<file path="config.mk">
export PLATFORM = sky130hd
export DESIGN_NAME = fsfl_status
export DESIGN_NICKNAME = d
export VERILOG_FILES = /design/src/rtl/fsfl_pkg.sv /design/src/rtl/fsfl_status.sv
export SDC_FILE = /design/constraint.sdc
export NUM_CORES = 1
export LEC_CHECK = 0
export BUFFER_PORTS_ARGS = -buffer_cell sky130_fd_sc_hd__buf_4
export CORE_ASPECT_RATIO = 0.7
export CORE_MARGIN = 4
export CORE_UTILIZATION = 25
export CTS_BUF_LIST = sky130_fd_sc_hd__clkbuf_4 sky130_fd_sc_hd__clkbuf_8
export CTS_CLUSTER_DIAMETER = 120
export CTS_CLUSTER_SIZE = 28
export DETAILED_ROUTE_END_ITERATION = 7
export PLACE_DENSITY = 0.58
export SLEW_MARGIN = 0
export SYNTH_ARGS = -nofsm -noshare
export SYNTH_HDL_FRONTEND = slang
export SYNTH_SLANG_ARGS = --single-unit
export TNS_END_PERCENT = 100
</file>
<file path="constraint.sdc">
create_clock -name clk_i -period 4.23 [get_ports clk_i]
set_input_delay 0.846 -clock clk_i [delete_from_list [all_inputs] [get_ports clk_i]]
set_output_delay 0.846 -clock clk_i [all_outputs]
set_load 0.03 [all_outputs]
</file>
<file path="src/rtl/fsfl_pkg.sv">
// Package for the status-flag logic: instruction classes, status word layout
package fsfl_pkg;

  // Status word bit positions
  localparam int unsigned FSFL_EXC_LSB = 0;
  localparam int unsigned FSFL_EXC_W = 6;
  localparam int unsigned FSFL_SF_BIT = 6;
  localparam int unsigned FSFL_ES_BIT = 7;
  localparam int unsigned FSFL_C0_BIT = 8;
  localparam int unsigned FSFL_C1_BIT = 9;
  localparam int unsigned FSFL_C2_BIT = 10;
  localparam int unsigned FSFL_TOP_LSB = 11;
  localparam int unsigned FSFL_C3_BIT = 14;
  localparam int unsigned FSFL_B_BIT = 15;
  localparam int unsigned FSFL_IE_IDX = 0;
  localparam int unsigned FSFL_PE_IDX = 5;

  // Values after reset and initialize
  localparam logic [5:0] FSFL_EXC_RST = 6'h00;
  localparam logic [3:0] FSFL_CC_RST = 4'h0;
  localparam logic [2:0] FSFL_TOP_RST = 3'h0;
  localparam logic [5:0] FSFL_MASK_RST = 6'h3F;

  // Compare result codes as {c3, c2, c0}
  localparam logic [2:0] FSFL_CMP_GT = 3'h0;
  localparam logic [2:0] FSFL_CMP_LT = 3'h1;
  localparam logic [2:0] FSFL_CMP_EQ = 3'h4;
  localparam logic [2:0] FSFL_CMP_UN = 3'h7;

  typedef enum logic [3:0] {
    FSFL_OP_NONE,
    FSFL_OP_COMPARE,
    FSFL_OP_EXAMINE,
    FSFL_OP_PREM,
    FSFL_OP_TRIG,
    FSFL_OP_ARITH,
    FSFL_OP_MOVE,
    FSFL_OP_ENV_LOAD,
    FSFL_OP_INIT,
    FSFL_OP_CLEAR_EXC,
    FSFL_OP_UNDEF_CC,
    FSFL_OP_SET_MASK
  } fsfl_op_t;

  typedef enum logic [1:0] {
    FSFL_CMP_R_GT,
    FSFL_CMP_R_LT,
    FSFL_CMP_R_EQ,
    FSFL_CMP_R_UN
  } fsfl_cmp_t;

  // One retiring instruction and its outcome
  typedef struct packed {
    logic valid;
    fsfl_op_t op;
    logic [5:0] exc;
    logic stack_fault;
    logic stack_overflow;
    logic round_up;
    logic sign;
    logic [2:0] operand_class;
    fsfl_cmp_t cmp;
    logic reduction_incomplete;
    logic [2:0] quotient;
    logic out_of_range;
    logic [2:0] top;
    logic [15:0] image;
  } fsfl_instr_t;

endpackage

</file>
<file path="src/rtl/fsfl_status.sv">
// Status word update logic of a floating-point stack unit
`timescale 1ns/100ps
// Functional notes
// [RULE1] Stack fault: cond_bit_one 1 overflow, 0 underflow
// [RULE2] Inexact result: cond_bit_one shows round-up
// [RULE3] Examine: cond_bit_one sign, others class
// [RULE4] Partial remainder: cond_bit_two shows incomplete
// [RULE5] Complete remainder: quotient into c0, c3, c1
// [RULE6] Trig: cond_bit_two flags source out of range
// [RULE7] Trig: c0,c3 undefined; c1 undefined if c2
// [RULE8] Compare encodes result in c0,c3,c2
// [RULE9] Arithmetic class: c1 round-up or stack fault
// [RULE10] Move class: c1 cleared unless stack fault
// [RULE11] Env load loads cc; init clears cc
// [RULE12] Control-type ops leave cc undefined
// [RULE13] Six sticky exception flags in bits 0-5
// [RULE14] Summary bit 7 set by unmasked flags only
// [RULE15] Summary set raises exception request output
// [RULE16] Flags held until clear, init or load
// [RULE17] Bit 15 mirrors exception summary
// [RULE18] Stack fault flag bit 6 on stack fault
// [RULE19] Invalid operand alone never clears stack fault
// [RULE20] Stack fault held until init, clear, load
// [RULE21] Top pointer in bits 11-13
// [RULE22] Control mask bits gate summary per flag
// [RULE23] Compare: gt 000, lt 001, eq 100, un 111
module fsfl_status
  import fsfl_pkg::*;
(
  // Clock and reset
  input wire logic clk_i,
  input wire logic resetn_i,
  // Retiring instruction
  input wire fsfl_pkg::fsfl_instr_t instr_i,
  // Status word and exception request
  output logic [15:0] status_word_o,
  output logic fp_exception_o
);
  import fsfl_pkg::*;

  logic [5:0] exc_ff;
  logic [5:0] nxt_exc;
  logic [5:0] mask_ff;
  logic [5:0] nxt_mask;
  logic sf_ff;
  logic nxt_sf;
  logic [3:0] cc_ff;
  logic [3:0] nxt_cc;
  logic [2:0] top_ff;
  logic [2:0] nxt_top;
  logic req_ff;

  wire logic v = instr_i.valid;
  wire fsfl_op_t op = instr_i.op;
  wire logic is_load = v && op == FSFL_OP_ENV_LOAD;
  wire logic is_init = v && op == FSFL_OP_INIT;
  wire logic is_clr = v && op == FSFL_OP_CLEAR_EXC;
  wire logic is_mask = v && op == FSFL_OP_SET_MASK;
  wire logic evt = v && !is_load && !is_init && !is_clr && !is_mask;
  wire logic fault = evt && instr_i.stack_fault;
  wire logic inexact = instr_i.exc[FSFL_PE_IDX];
  wire logic summary = |(exc_ff & ~mask_ff);

  // Compare code as {c3, c2, c0}
  function automatic logic [2:0] cmp_code(input fsfl_cmp_t r);
    case (r)
      FSFL_CMP_R_GT: cmp_code = FSFL_CMP_GT;
      FSFL_CMP_R_LT: cmp_code = FSFL_CMP_LT;
      FSFL_CMP_R_EQ: cmp_code = FSFL_CMP_EQ;
      default: cmp_code = FSFL_CMP_UN;
    endcase
  endfunction

  // Stack fault direction wins over round-up in cond_bit_one
  wire logic c1_round = fault ? instr_i.stack_overflow : // [RULE1]
                        (inexact && instr_i.round_up); // [RULE2] [RULE9]
  wire logic c1_move = fault && instr_i.stack_overflow; // [RULE10]
  wire logic [2:0] cmp_bits = cmp_code(instr_i.cmp); // [RULE23]

  // Undefined condition bits keep their old value, so nothing changes
  // that software must not read anyway.
  always_comb
  begin
    nxt_cc = cc_ff;
    if (v)
    begin
      case (op)
        FSFL_OP_COMPARE:
        begin
          nxt_cc[3] = cmp_bits[2]; // [RULE8]
          nxt_cc[2] = cmp_bits[1];
          nxt_cc[0] = cmp_bits[0];
          nxt_cc[1] = c1_move;
        end
        FSFL_OP_EXAMINE:
        begin
          nxt_cc[1] = instr_i.sign; // [RULE3]
          nxt_cc[3] = instr_i.operand_class[2];
          nxt_cc[2] = instr_i.operand_class[1];
          nxt_cc[0] = instr_i.operand_class[0];
        end
        FSFL_OP_PREM:
        begin
          nxt_cc[2] = instr_i.reduction_incomplete; // [RULE4]
          if (!instr_i.reduction_incomplete)
          begin
            nxt_cc[0] = instr_i.quotient[2]; // [RULE5]
            nxt_cc[3] = instr_i.quotient[1];
            nxt_cc[1] = instr_i.quotient[0];
          end
          else if (fault)
            nxt_cc[1] = instr_i.stack_overflow;
        end
        FSFL_OP_TRIG:
        begin
          nxt_cc[2] = instr_i.out_of_range; // [RULE6]
          if (!instr_i.out_of_range)
            nxt_cc[1] = c1_round; // [RULE7]
        end
        FSFL_OP_ARITH: nxt_cc[1] = c1_round; // [RULE9]
        FSFL_OP_MOVE: nxt_cc[1] = c1_move; // [RULE10]
        FSFL_OP_ENV_LOAD:
        begin
          nxt_cc[0] = instr_i.image[FSFL_C0_BIT]; // [RULE11]
          nxt_cc[1] = instr_i.image[FSFL_C1_BIT];
          nxt_cc[2] = instr_i.image[FSFL_C2_BIT];
          nxt_cc[3] = instr_i.image[FSFL_C3_BIT];
        end
        FSFL_OP_INIT: nxt_cc = FSFL_CC_RST; // [RULE11]
        default: nxt_cc = cc_ff; // [RULE12]
      endcase
    end
  end

  // Sticky flags: new events are ORed in, clear and initialize ops clear them, env load replaces them
  assign nxt_exc = is_load ? instr_i.image[FSFL_EXC_LSB +: FSFL_EXC_W] :
                   (is_init || is_clr) ? FSFL_EXC_RST :
                   evt ? (exc_ff | instr_i.exc) : exc_ff; // [RULE13] [RULE16]
  assign nxt_sf = is_load ? instr_i.image[FSFL_SF_BIT] :
                  (is_init || is_clr) ? 1'b0 :
                  (sf_ff | fault); // [RULE18] [RULE19] [RULE20]
  assign nxt_mask = is_init ? FSFL_MASK_RST :
                    is_mask ? instr_i.image[5:0] : mask_ff; // [RULE22]
  assign nxt_top = is_init ? FSFL_TOP_RST :
                   v ? instr_i.top : top_ff; // [RULE21]

  always_ff @(posedge clk_i)
  begin
    if (!resetn_i)
    begin
      exc_ff <= FSFL_EXC_RST;
      sf_ff <= 1'b0;
      cc_ff <= FSFL_CC_RST;
      top_ff <= FSFL_TOP_RST;
      mask_ff <= FSFL_MASK_RST;
      req_ff <= 1'b0;
    end
    else
    begin
      exc_ff <= nxt_exc;
      sf_ff <= nxt_sf;
      cc_ff <= nxt_cc;
      top_ff <= nxt_top;
      mask_ff <= nxt_mask;
      req_ff <= |(nxt_exc & ~nxt_mask); // [RULE15]
    end
  end

  wire logic [5:0] exc_n = nxt_exc;
  wire logic sf_n = nxt_sf;
  wire logic [3:0] cc_n = nxt_cc;
  wire logic [2:0] top_n = nxt_top;
  wire logic summary_n = |(nxt_exc & ~nxt_mask); // [RULE14]

  // Status word registered from the next-state values, so it matches the flip-flops
  always_ff @(posedge clk_i)
  begin
    if (!resetn_i)
      status_word_o <= 16'h0000;
    else
      status_word_o <= {summary_n, cc_n[3], top_n, cc_n[2], cc_n[1], cc_n[0],
                        summary_n, sf_n, exc_n}; // [RULE14] [RULE17]
  end

  assign fp_exception_o = req_ff;

  // Assertions
  property p_es_mirror;
    @(posedge clk_i) disable iff (!resetn_i)
      status_word_o[FSFL_B_BIT] == status_word_o[FSFL_ES_BIT];
  endproperty
  a_es_mirror: assert property (p_es_mirror) // [RULE17]
    else $error("legacy bit differs from summary");

  property p_summary;
    @(posedge clk_i) disable iff (!resetn_i)
      status_word_o[FSFL_ES_BIT] == summary;
  endproperty
  a_summary: assert property (p_summary) // [RULE14]
    else $error("summary bit not unmasked flags");

  property p_req;
    @(posedge clk_i) disable iff (!resetn_i)
      fp_exception_o == status_word_o[FSFL_ES_BIT];
  endproperty
  a_req: assert property (p_req) // [RULE15]
    else $error("exception request not following summary");

  property p_sticky;
    @(posedge clk_i) disable iff (!resetn_i)
      (exc_ff[0] && !is_load && !is_init && !is_clr) |=> exc_ff[0];
  endproperty
  a_sticky: assert property (p_sticky) // [RULE16]
    else $error("exception flag dropped");

  property p_sf_set;
    @(posedge clk_i) disable iff (!resetn_i)
      fault |=> status_word_o[FSFL_SF_BIT];
  endproperty
  a_sf_set: assert property (p_sf_set) // [RULE18]
    else $error("stack fault flag not set");

  property p_sf_hold;
    @(posedge clk_i) disable iff (!resetn_i)
      (sf_ff && !is_load && !is_init && !is_clr) |=> sf_ff;
  endproperty
  a_sf_hold: assert property (p_sf_hold) // [RULE20]
    else $error("stack fault flag dropped");

  property p_c1_fault;
    @(posedge clk_i) disable iff (!resetn_i)
      (v && op == FSFL_OP_ARITH && fault)
        |=> status_word_o[FSFL_C1_BIT] == $past(instr_i.stack_overflow);
  endproperty
  a_c1_fault: assert property (p_c1_fault) // [RULE1]
    else $error("c1 not showing fault direction");

  property p_prem;
    @(posedge clk_i) disable iff (!resetn_i)
      (v && op == FSFL_OP_PREM)
        |=> cc_ff[2] == $past(instr_i.reduction_incomplete);
  endproperty
  a_prem: assert property (p_prem) // [RULE4]
    else $error("c2 not showing reduction state");

  property p_init;
    @(posedge clk_i) disable iff (!resetn_i)
      is_init |=> (cc_ff == 4'h0 && exc_ff == 6'h00 && !sf_ff);
  endproperty
  a_init: assert property (p_init) // [RULE11]
    else $error("initialize left bits set");

  property p_c1_round;
    @(posedge clk_i) disable iff (!resetn_i)
      (v && op == FSFL_OP_ARITH && !fault && inexact)
        |=> status_word_o[FSFL_C1_BIT] == $past(instr_i.round_up);
  endproperty
  a_c1_round: assert property (p_c1_round) // [RULE2]
    else $error("c1 not showing round-up");

  property p_examine;
    @(posedge clk_i) disable iff (!resetn_i)
      (v && op == FSFL_OP_EXAMINE)
        |=> {status_word_o[FSFL_C3_BIT], status_word_o[FSFL_C2_BIT],
             status_word_o[FSFL_C0_BIT], status_word_o[FSFL_C1_BIT]}
            == $past({instr_i.operand_class, instr_i.sign});
  endproperty
  a_examine: assert property (p_examine) // [RULE3]
    else $error("examine result not in condition bits");

  property p_quotient;
    @(posedge clk_i) disable iff (!resetn_i)
      (v && op == FSFL_OP_PREM && !instr_i.reduction_incomplete)
        |=> {status_word_o[FSFL_C0_BIT], status_word_o[FSFL_C3_BIT],
             status_word_o[FSFL_C1_BIT]} == $past(instr_i.quotient);
  endproperty
  a_quotient: assert property (p_quotient) // [RULE5]
    else $error("quotient bits not in condition bits");

  property p_trig_range;
    @(posedge clk_i) disable iff (!resetn_i)
      (v && op == FSFL_OP_TRIG)
        |=> status_word_o[FSFL_C2_BIT] == $past(instr_i.out_of_range);
  endproperty
  a_trig_range: assert property (p_trig_range) // [RULE6]
    else $error("c2 not showing trig range");

  property p_move_c1;
    @(posedge clk_i) disable iff (!resetn_i)
      (v && op == FSFL_OP_MOVE)
        |=> status_word_o[FSFL_C1_BIT] ==
            $past(instr_i.stack_fault && instr_i.stack_overflow);
  endproperty
  a_move_c1: assert property (p_move_c1) // [RULE10]
    else $error("c1 after move not cleared");

  property p_cmp_un;
    @(posedge clk_i) disable iff (!resetn_i)
      (v && op == FSFL_OP_COMPARE && instr_i.cmp == FSFL_CMP_R_UN)
        |=> status_word_o[FSFL_C3_BIT] && status_word_o[FSFL_C2_BIT] &&
            status_word_o[FSFL_C0_BIT];
  endproperty
  a_cmp_un: assert property (p_cmp_un) // [RULE23]
    else $error("unordered compare not encoded");

  property p_cmp_c1;
    @(posedge clk_i) disable iff (!resetn_i)
      (v && op == FSFL_OP_COMPARE && !instr_i.stack_fault)
        |=> !status_word_o[FSFL_C1_BIT];
  endproperty
  a_cmp_c1: assert property (p_cmp_c1) // [RULE8]
    else $error("c1 after compare not cleared");

  property p_flag_set;
    @(posedge clk_i) disable iff (!resetn_i)
      evt |=> (status_word_o[FSFL_EXC_LSB +: FSFL_EXC_W] &
               $past(instr_i.exc)) == $past(instr_i.exc);
  endproperty
  a_flag_set: assert property (p_flag_set) // [RULE13]
    else $error("detected exception did not set its flag");

  property p_top;
    @(posedge clk_i) disable iff (!resetn_i)
      (v && !is_init)
        |=> status_word_o[FSFL_TOP_LSB +: 3] == $past(instr_i.top);
  endproperty
  a_top: assert property (p_top) // [RULE21]
    else $error("top pointer field wrong");

  property p_init_mask;
    @(posedge clk_i) disable iff (!resetn_i)
      is_init |=> !status_word_o[FSFL_ES_BIT] && !fp_exception_o;
  endproperty
  a_init_mask: assert property (p_init_mask) // [RULE22]
    else $error("summary set with all exceptions masked");

  property p_sf_keep;
    @(posedge clk_i) disable iff (!resetn_i)
      (sf_ff && evt && instr_i.exc[FSFL_IE_IDX] && !instr_i.stack_fault)
        |=> status_word_o[FSFL_SF_BIT];
  endproperty
  a_sf_keep: assert property (p_sf_keep) // [RULE19]
    else $error("invalid operand cleared stack fault");

  property p_load;
    @(posedge clk_i) disable iff (!resetn_i)
      is_load |=> status_word_o[FSFL_C3_BIT] == $past(instr_i.image[14]) &&
                  status_word_o[FSFL_C2_BIT:FSFL_C0_BIT] ==
                  $past(instr_i.image[10:8]);
  endproperty
  a_load: assert property (p_load) // [RULE11]
    else $error("condition bits not loaded from image");

  c_fault: cover property (@(posedge clk_i) disable iff (!resetn_i) fault);
  c_req: cover property (@(posedge clk_i) disable iff (!resetn_i)
    $rose(fp_exception_o));
  c_clr: cover property (@(posedge clk_i) disable iff (!resetn_i)
    sf_ff && is_clr);
  c_prem: cover property (@(posedge clk_i) disable iff (!resetn_i)
    v && op == FSFL_OP_PREM && !instr_i.reduction_incomplete);
  c_load: cover property (@(posedge clk_i) disable iff (!resetn_i)
    is_load);

endmodule // fsfl_status

</file>
==> results by group, run 1 <==
Drt
  – DR vias: between 1000 and 1500
  – Metal-1 WL: 2220 um
  – Routed Antenna Nets: 0
  – Final wirelength: about 4100 um
  – Highest metal used: met4
  – Drt drc: 0
  – Initial DRC Count: between 100 and 150
  – DR WL met3: between 300 and 400 um
  – WL met2: around 1600 um
  – Vias per cell: between 4 and 5
  – Drt pass-1 iters: 4
  – Routed len/inst: approximately 15 um

Timing
  – Endpoints failing setup: 0
  – Hold Fails Final Rpt: 0
  – RSZ-0062 raised after global routing: false
  – Setup Skew: ~1.3 ps
  – TNS Setup: 0 ps
  – Worst-Margin Slew: 582 ps
  – Final Critical Period: roughly 2200 ps
  – Slew Viols, Final: 0
  – Fmax: between 400 and 500 MHz
  – Worst rel slew slack: 0.610
  – Fin crit share: 0.527
  – Hold slack: about 470 ps

Final layout
  – Area growth, synth to finish: 32.9%
  – Filler cells: roughly 570
  – Ratio of cells with drive above 1 in the final layout: 0.300
  – Post-Layout Cell Count: approximately 290
  – Ant diodes: 0
  – Most common cell after layout, fill and taps aside: buf_4
  – Most frequent cells in the layout: buf_4 (57), dfxtp_1 (21), nand2_1 (20), mux2i_1 (11), o21ai_0 (9)
  – Final nets: 260

Critical path
  – Crit Path Category: in -> reg
  – Setup crit start kind: primary input
  – Req. time, crit path: 4380 ps
  – CP endpoint kind: flip-flop
  – Crit Path Max Fanout: 20
  – CP arrival: around 2400 ps

Placement
  – Routability-driven placement congestion ratio: 0.752
  – Hpwl dp: about 3200 um
  – I/O Buffers: between 50 and 60
  – DP Cell Count: 281

Pwr
  – Leak: 0.000855 uW
  – Sw Ratio: 0.299
  – Combinational Power Share: 0.273
  – P_int: 332 uW
  – Clk pwr share: 0.283
  – Power per cell area: around 260 nW/um^2
  – Switching power: around 140 uW
  – Register share of total power: 0.444
  – Maximum VDD drop: 0.141 mV

Logic synthesis
  – Yosys Warn Count: 0
  – Post-synth EDFFs: 0
  – Netlist Area Pre-Place: between 1000 and 1500 sq um
  – Syn Area/Cell: roughly 8.2 sq um
  – Synth async-reset ratio: 0
  – Share of the synthesized area in the top cell type: 0.302
  – Distinct cell type count after synthesis: 45
  – FF+latch count, synth: 21
  – Syn nets: approximately 220
  – Synthesized instance count: approximately 170
  – Post-synthesis sequential area ratio: 0.302
  – Synth area leaders: dfxtp_1 (30%), mux2i_1 (7.9%), nand2_1 (5.4%)
  – Synth area leader: dfxtp_1
  – Primary FF master, synth: dfxtp_1

Floorplan
  – IO Count: 63
  – Core ar.: around 5300 sq um
  – Die Area: 6840 sq um
  – DIE WIDTH: ~97 um
  – Die Ht: 70.4 um
  – Row count: 22
  – Initial Util: 0.262

Clock network
  – Root Buffer: clkbuf_8
  – Clock sink total: 21
  – # resized after CTS: 0
  – Clk pin slew, worst setup/hold paths: about 80 ps
  – CTS buffer count: 3
  – # hold bufs at CTS: 0
  – CTS Buffer Depth: 2
  – CTS tree: done
  – CTS H-tree lvls: 1
  – Post-CTS setup buffers: 0
  – Worst-skew pair later-pin latency: 260 ps

Global routing
  – Total GRT Usage: 0.119
  – Vias in the first global route: roughly 1300
  – Largest net degree at the start of global routing: 22
  – Grt total ovfl: 0
  – Global-route wire length before repair: 6680 um
  – Antenna violations before repair: 0

Worst hold path
  – Worst Hold Class: reg -> reg

Outcome
  – Status: finished clean

Flow run
  – Max-cap violations: 0
-- final timing paths --
check	cells after the start	startpoint	to	slack [ps]
max	6	instr_i[40]	status_word_o[7]	2000
min	2	cc_ff[0]	cc_ff[0]	470
max reg2reg	3	exc_ff[0]	status_word_o[7]	3180
min reg2reg	2	cc_ff[0]	cc_ff[0]	470
-- worst max-delay path, cell delays in order --
cell     delay (ps)
buf_4           210
nand2_1         240
or3_1           540
mux2i_1         190
a32oi_1         250
a31oi_1         110
-- cells in the mapped netlist (all sizes together) (2+ instances only) --
cell / instances
a221o: 4
a31oi: 4
o21ai: 10
a21boi: 3
o211a: 3
inv: 5
a32oi: 2
mux2i: 11
or3: 2
nor2: 7
buf: 11
nor3: 4
dfxtp: 21
a21o: 6
nand3: 3
a2bb2oi: 2
nand2b: 2
clkbuf: 6
a21oi: 2
and2: 6
o2111ai: 3
nand2: 20
nor2b: 4
and3: 8
nand4b: 2
nor3b: 4
-- power groups by stage --
stage | registers [uW] | logic (uW) | clock network, uW
2_1_floorplan | 228 | 63.5 | 0
3_3_place_gp | 215 | 129 | 0
3_5_place_dp | 215 | 129 | 0
4_1_cts | 211 | 130 | 138
5_1_grt | 212 | 141 | 149
6_report | 211 | 129 | 134
-- state kept, by name, indices dropped and copies added, names as in the netlist --
name	count
exc_ff	5
mask_ff	6
top_ff	2
cc_ff	3
status_word_o	5
-- layout make-up --
cell class                 instances  area (sq um)  area share
clock inverter                     1          5.00     0.00271
multi-input combinational        126           846       0.457
inverter                           5          18.8      0.0101
sequential                        21           420       0.227
timing repair buffer              57           428       0.231
tap                               72          90.1      0.0487
clock buffer                       3          41.3      0.0223
-- per-layer routing --
layer	up-vias	track usage
li1	711	-
met1	625	0.178
met3	2	0.0419
met5	-	0
met2	51	0.165
met4	0	0.0140
-- cell families (layout without fill, tap and decap cells) --
group / after synthesis / after routing / share of synthesized area
compound gates: 49 / 49 / 0.266
xor+xnor: 1 / 1 / 0.00630
mux: 11 / 11 / 0.0791
flops: 21 / 21 / 0.302
simple gates: 65 / 65 / 0.256
buf+inv: 22 / 66 / 0.0899
-- through the flow --
stage / utilization / power [uW] / worst slack, ps / cell area, sq um
finish: 0.348 / 474 / 2000 / 1850
CTS: 0.348 / 479 / 2050 / 1850
global placement: 0.339 / 344 / 1770 / 1800
detailed placement: 0.339 / 344 / 1770 / 1800
global route: 0.348 / 501 / 1940 / 1850
floorplan: - / 292 / 2070 / 1390
No activity file was read; power rests on OpenSTA's default activity.
==> run 2: changes to the inputs <==
--- a/config.mk
+++ b/config.mk
@@ -5,6 +5,7 @@
 export SDC_FILE = /design/constraint.sdc
 export NUM_CORES = 1
 export LEC_CHECK = 0
+export ABC_AREA = 1
 export BUFFER_PORTS_ARGS = -buffer_cell sky130_fd_sc_hd__buf_4
 export CORE_ASPECT_RATIO = 0.7
 export CORE_MARGIN = 4
@@ -13,7 +14,7 @@
 export CTS_CLUSTER_DIAMETER = 120
 export CTS_CLUSTER_SIZE = 28
 export DETAILED_ROUTE_END_ITERATION = 7
-export PLACE_DENSITY = 0.58
+export PLACE_DENSITY = 0.59
 export SLEW_MARGIN = 0
 export SYNTH_ARGS = -nofsm -noshare
 export SYNTH_HDL_FRONTEND = slang
==> constraint.sdc (replaced) <==
create_clock -name clk_i -period 2.34 [get_ports clk_i]
set_input_delay 0.468 -clock clk_i [delete_from_list [all_inputs] [get_ports clk_i]]
set_output_delay 0.468 -clock clk_i [all_outputs]
set_load 0.03 [all_outputs]
==> run 2 against run 1 <==
Net effect:
- core utilization is 2.6 points higher
- clock-buffer cell count is 1 higher
- worst setup slack worse by 1200 ps
- final cell count is 17% higher
- largest power group unchanged
- highest routed layer is now met3
==> results by group, run 2 <==
Outcome
  – Status: finished clean (unchanged)

Timing
  – Fmax: ~670 MHz
  – Endpoints failing setup: 0 (unchanged)
  – Hold slack: 442 ps (was 469 ps)
  – TNS Setup: 0 ps (unchanged)
  – Worst rel slew slack: 0.719 (was 0.610)
  – Slew Viols, Final: 0 (unchanged)
  – Fin crit share: 0.640
  – Setup Skew: 9.13 ps (was 1.26 ps)
  – Worst-Margin Slew: 421 ps (was 582 ps)
  – Hold Fails Final Rpt: 0 (unchanged)
  – RSZ-0062 raised after global routing: false (unchanged)
  – Final Critical Period: 1500 ps

Final layout
  – Largest registers: mask_ff: 6 flops, exc_ff: 5 flops, status_word_o: 5 flops (unchanged)
  – Reg with most FFs: mask_ff (unchanged)
  – Largest register FFs: 6 (unchanged)
  – Final nets: 311 (was 260)
  – Area growth, synth to finish: 41.0% (was 32.9%)
  – Most common cell after layout, fill and taps aside: nand2_1 (was buf_4)
  – Most frequent cells in the layout: nand2_1 (87), buf_4 (57), inv_1 (23), dfxtp_1 (21), a21oi_1 (15) (was buf_4 (57), dfxtp_1 (21), nand2_1 (20), mux2i_1 (11), o21ai_0 (9))
  – Ratio of cells with drive above 1 in the final layout: 0.295 (was 0.300)
  – Ant diodes: 0 (unchanged)

Global routing
  – Vias in the first global route: 1375 (was 1311)
  – GR Util met3: 0.0516 (was 0.0419)
  – Global route hottest layer: met2 (was met1)
  – Grt total ovfl: 0 (unchanged)
  – Largest net degree at the start of global routing: 13 (was 22)
  – M1 GR Usage: 0.173 (was 0.178)
  – Total GRT Usage: 0.123 (was 0.119)
  – Global-route wire length before repair: 6210 um (was 6680 um)
  – Met2 Resource Use GR: 0.180 (was 0.165)
  – Antenna violations before repair: 0 (unchanged)

Critical path
  – Flop2flop setup slack: 1390 ps (was 3180 ps)
  – Top cell by count, worst path: nand2_1
  – Max incr delay on CP: 200 ps (was 540 ps)
  – Crit path launch: instr_i[39] (was instr_i[40])
  – Crit Path Category: in -> reg (unchanged)
  – Req. time, crit path: 2510 ps (was 4380 ps)
  – CP max-delay cell: nor2_2 (was or3_1)
  – CP arrival: 1660 ps (was 2380 ps)
  – Reg2reg path depth: 8 (was 3)
  – Crit Path Max Fanout: 4 (was 20)
  – CP endpoint kind: flip-flop (unchanged)
  – Crit-path cells: buf_4 > inv_1 > nand2_1 > nor2_2 > nor2_4 > o21ai_1 > nand2_1 > o31ai_1 > nand4_1 > o211a_1 (was buf_4 > nand2_1 > or3_1 > mux2i_1 > a32oi_1 > a31oi_1)
  – Setup crit start kind: primary input (unchanged)
  – Reg2reg start: exc_ff[3] (was exc_ff[0])
  – Reg-to-reg endpoint: status_word_o[7] (unchanged)

Floorplan
  – DIE WIDTH: 94.1 um (was 97.2 um)
  – Row count: 21 (was 22)
  – Die Area: 6430 sq um (was 6840 sq um)
  – Core ar.: 4890 sq um (was 5310 sq um)
  – Die Ht: 68.3 um (was 70.4 um)
  – IO Count: 63 (unchanged)
  – Initial Util: 0.265 (was 0.262)

Pwr
  – Clk pwr share: 0.295 (was 0.283)
  – Register share of total power: 0.442 (was 0.444)
  – Combinational Power Share: 0.264 (was 0.273)
  – Sw Ratio: 0.301 (was 0.299)
  – Power per cell area: 472 nW/um^2 (was 256 nW/um^2)
  – P_int: 604 uW (was 332 uW)
  – Leak: 0.000949 uW (was 0.000855 uW)
  – Maximum VDD drop: 0.286 mV (was 0.141 mV)
  – Switching power: 260 uW (was 142 uW)

Clock network
  – CTS tree: done (unchanged)
  – CTS Buffer Depth: 2 (unchanged)
  – Clock sink total: 21 (unchanged)
  – Clk pin slew, worst setup/hold paths: 80 ps (about the same)
  – CTS buffer count: 3 (unchanged)
  – # resized after CTS: 0 (unchanged)
  – # hold bufs at CTS: 0 (unchanged)
  – Worst-skew pair later-pin latency: 260 ps (about the same)
  – CTS H-tree lvls: 1 (unchanged)
  – Post-CTS setup buffers: 0 (unchanged)
  – Root Buffer: clkbuf_8 (unchanged)

Drt
  – Drt pass-1 iters: 4 (unchanged)
  – Routed Antenna Nets: 0 (unchanged)
  – Vias per cell: 4.32 (was 4.87)
  – Final wirelength: 3790 um (was 4140 um)
  – DR vias: 1439 (was 1389)
  – Initial DRC Count: 44 (was 126)
  – Routed len/inst: 11.4 um (was 14.5 um)
  – Drt drc: 0 (unchanged)

Worst hold path
  – Hold EP: cc_ff[2] (was cc_ff[0])
  – Worst Hold Class: in -> reg (was reg -> reg)
  – Hold depth: 2 (unchanged)
  – Worst hold path startpoint: resetn_i (was cc_ff[0])

Logic synthesis
  – Syn Area/Cell: 6.24 sq um (was 8.23 sq um)
  – Synth async-reset ratio: 0 (unchanged)
  – Distinct cell type count after synthesis: 27 (was 45)
  – Primary FF master, synth: dfxtp_1 (unchanged)
  – Share of the synthesized area in the top cell type: 0.324 (was 0.302)
  – Synthesized instance count: 208 (was 169)
  – Syn nets: 254 (was 215)
  – Netlist Area Pre-Place: 1300 sq um (was 1390 sq um)
  – Synth area leader: dfxtp_1 (unchanged)
  – Post-synthesis sequential area ratio: 0.324 (was 0.302)
  – Top post-synthesis cells by count: nand2_1 (87), inv_1 (23), dfxtp_1 (21) (was dfxtp_1 (21), nand2_1 (20), mux2i_1 (11))
  – FF+latch count, synth: 21 (unchanged)
  – Synth area leaders: dfxtp_1 (32%), nand2_1 (25%), inv_1 (6.7%) (was dfxtp_1 (30%), mux2i_1 (7.9%), nand2_1 (5.4%))
  – Post-synth EDFFs: 0 (unchanged)
  – Yosys Warn Count: 0 (unchanged)
  – Top-count cell post-synth: nand2_1 (was dfxtp_1)

Placement
  – Hpwl dp: 3150 um (about the same)
  – I/O Buffers: 57 (unchanged)
  – Routability-driven placement congestion ratio: 0.842 (was 0.752)

Flow run
  – Max-cap violations: 0 (unchanged)
[run 2: power by group through the flow]
stage	clock (uW)	sequential, uW	combinational (uW)
after floorplan	0	416	98.4
after global placement	0	390	229
after detailed placement	0	390	229
after CTS	263	382	230
after global routing	280	385	254
final	255	382	228
[run 2: cell families (layout without fill, tap and decap cells)]
logic type / Yosys count / after routing / synth area share
buffers and inverters: 35 / 91 / 0.111
multiplexers: 4 / 4 / 0.0309
AND/OR/NAND/NOR: 120 / 120 / 0.408
flip-flops: 21 / 21 / 0.324
AO/OA/AOI/OAI: 28 / 28 / 0.126
[run 2: worst max path at each step]
stage,end,slack [ps],depth (start not counted)
global route,cc_ff[2],690,10
finish,cc_ff[2],840,10
floorplan,status_word_o[7],820,8
global placement,status_word_o[7],590,10
detailed placement,cc_ff[2],580,10
CTS,cc_ff[2],850,10
[run 2: worst max-delay path: cells and delay by family]
family,cells,cell delay (ps)
buffers and inverters,2,240
AOI/OAI and AO/OA,3,310
and+or+nand+nor,5,640
[run 2: stage by stage]
step / cells / power (uW) / worst slack [ps] / instance area, sq um / utilization
after floorplan: 208 / 515 / 817 / 1300 / -
after global routing: 333 / 919 / 692 / 1830 / 0.374
final: 333 / 864 / 842 / 1830 / 0.374
after global placement: 329 / 618 / 593 / 1780 / 0.364
after detailed placement: 329 / 619 / 576 / 1780 / 0.364
after CTS: 333 / 875 / 855 / 1830 / 0.374
[run 2: per-layer routing]
metal | wire length [um] | vias up
met5 | 0 | -
met4 | 0 | 0
met3 | 386 | 0
met2 | 1460 | 48
met1 | 1940 | 628
li1 | - | 763
[run 2: cell type report]
class                   count  area (sq um)
inverters                  30           113
fillers                   570          3060
multi-input cells         152           733
repair buffers             57           428
clock buffers               4          48.8
well taps                  69          86.3
flip-flops and latches     21           420
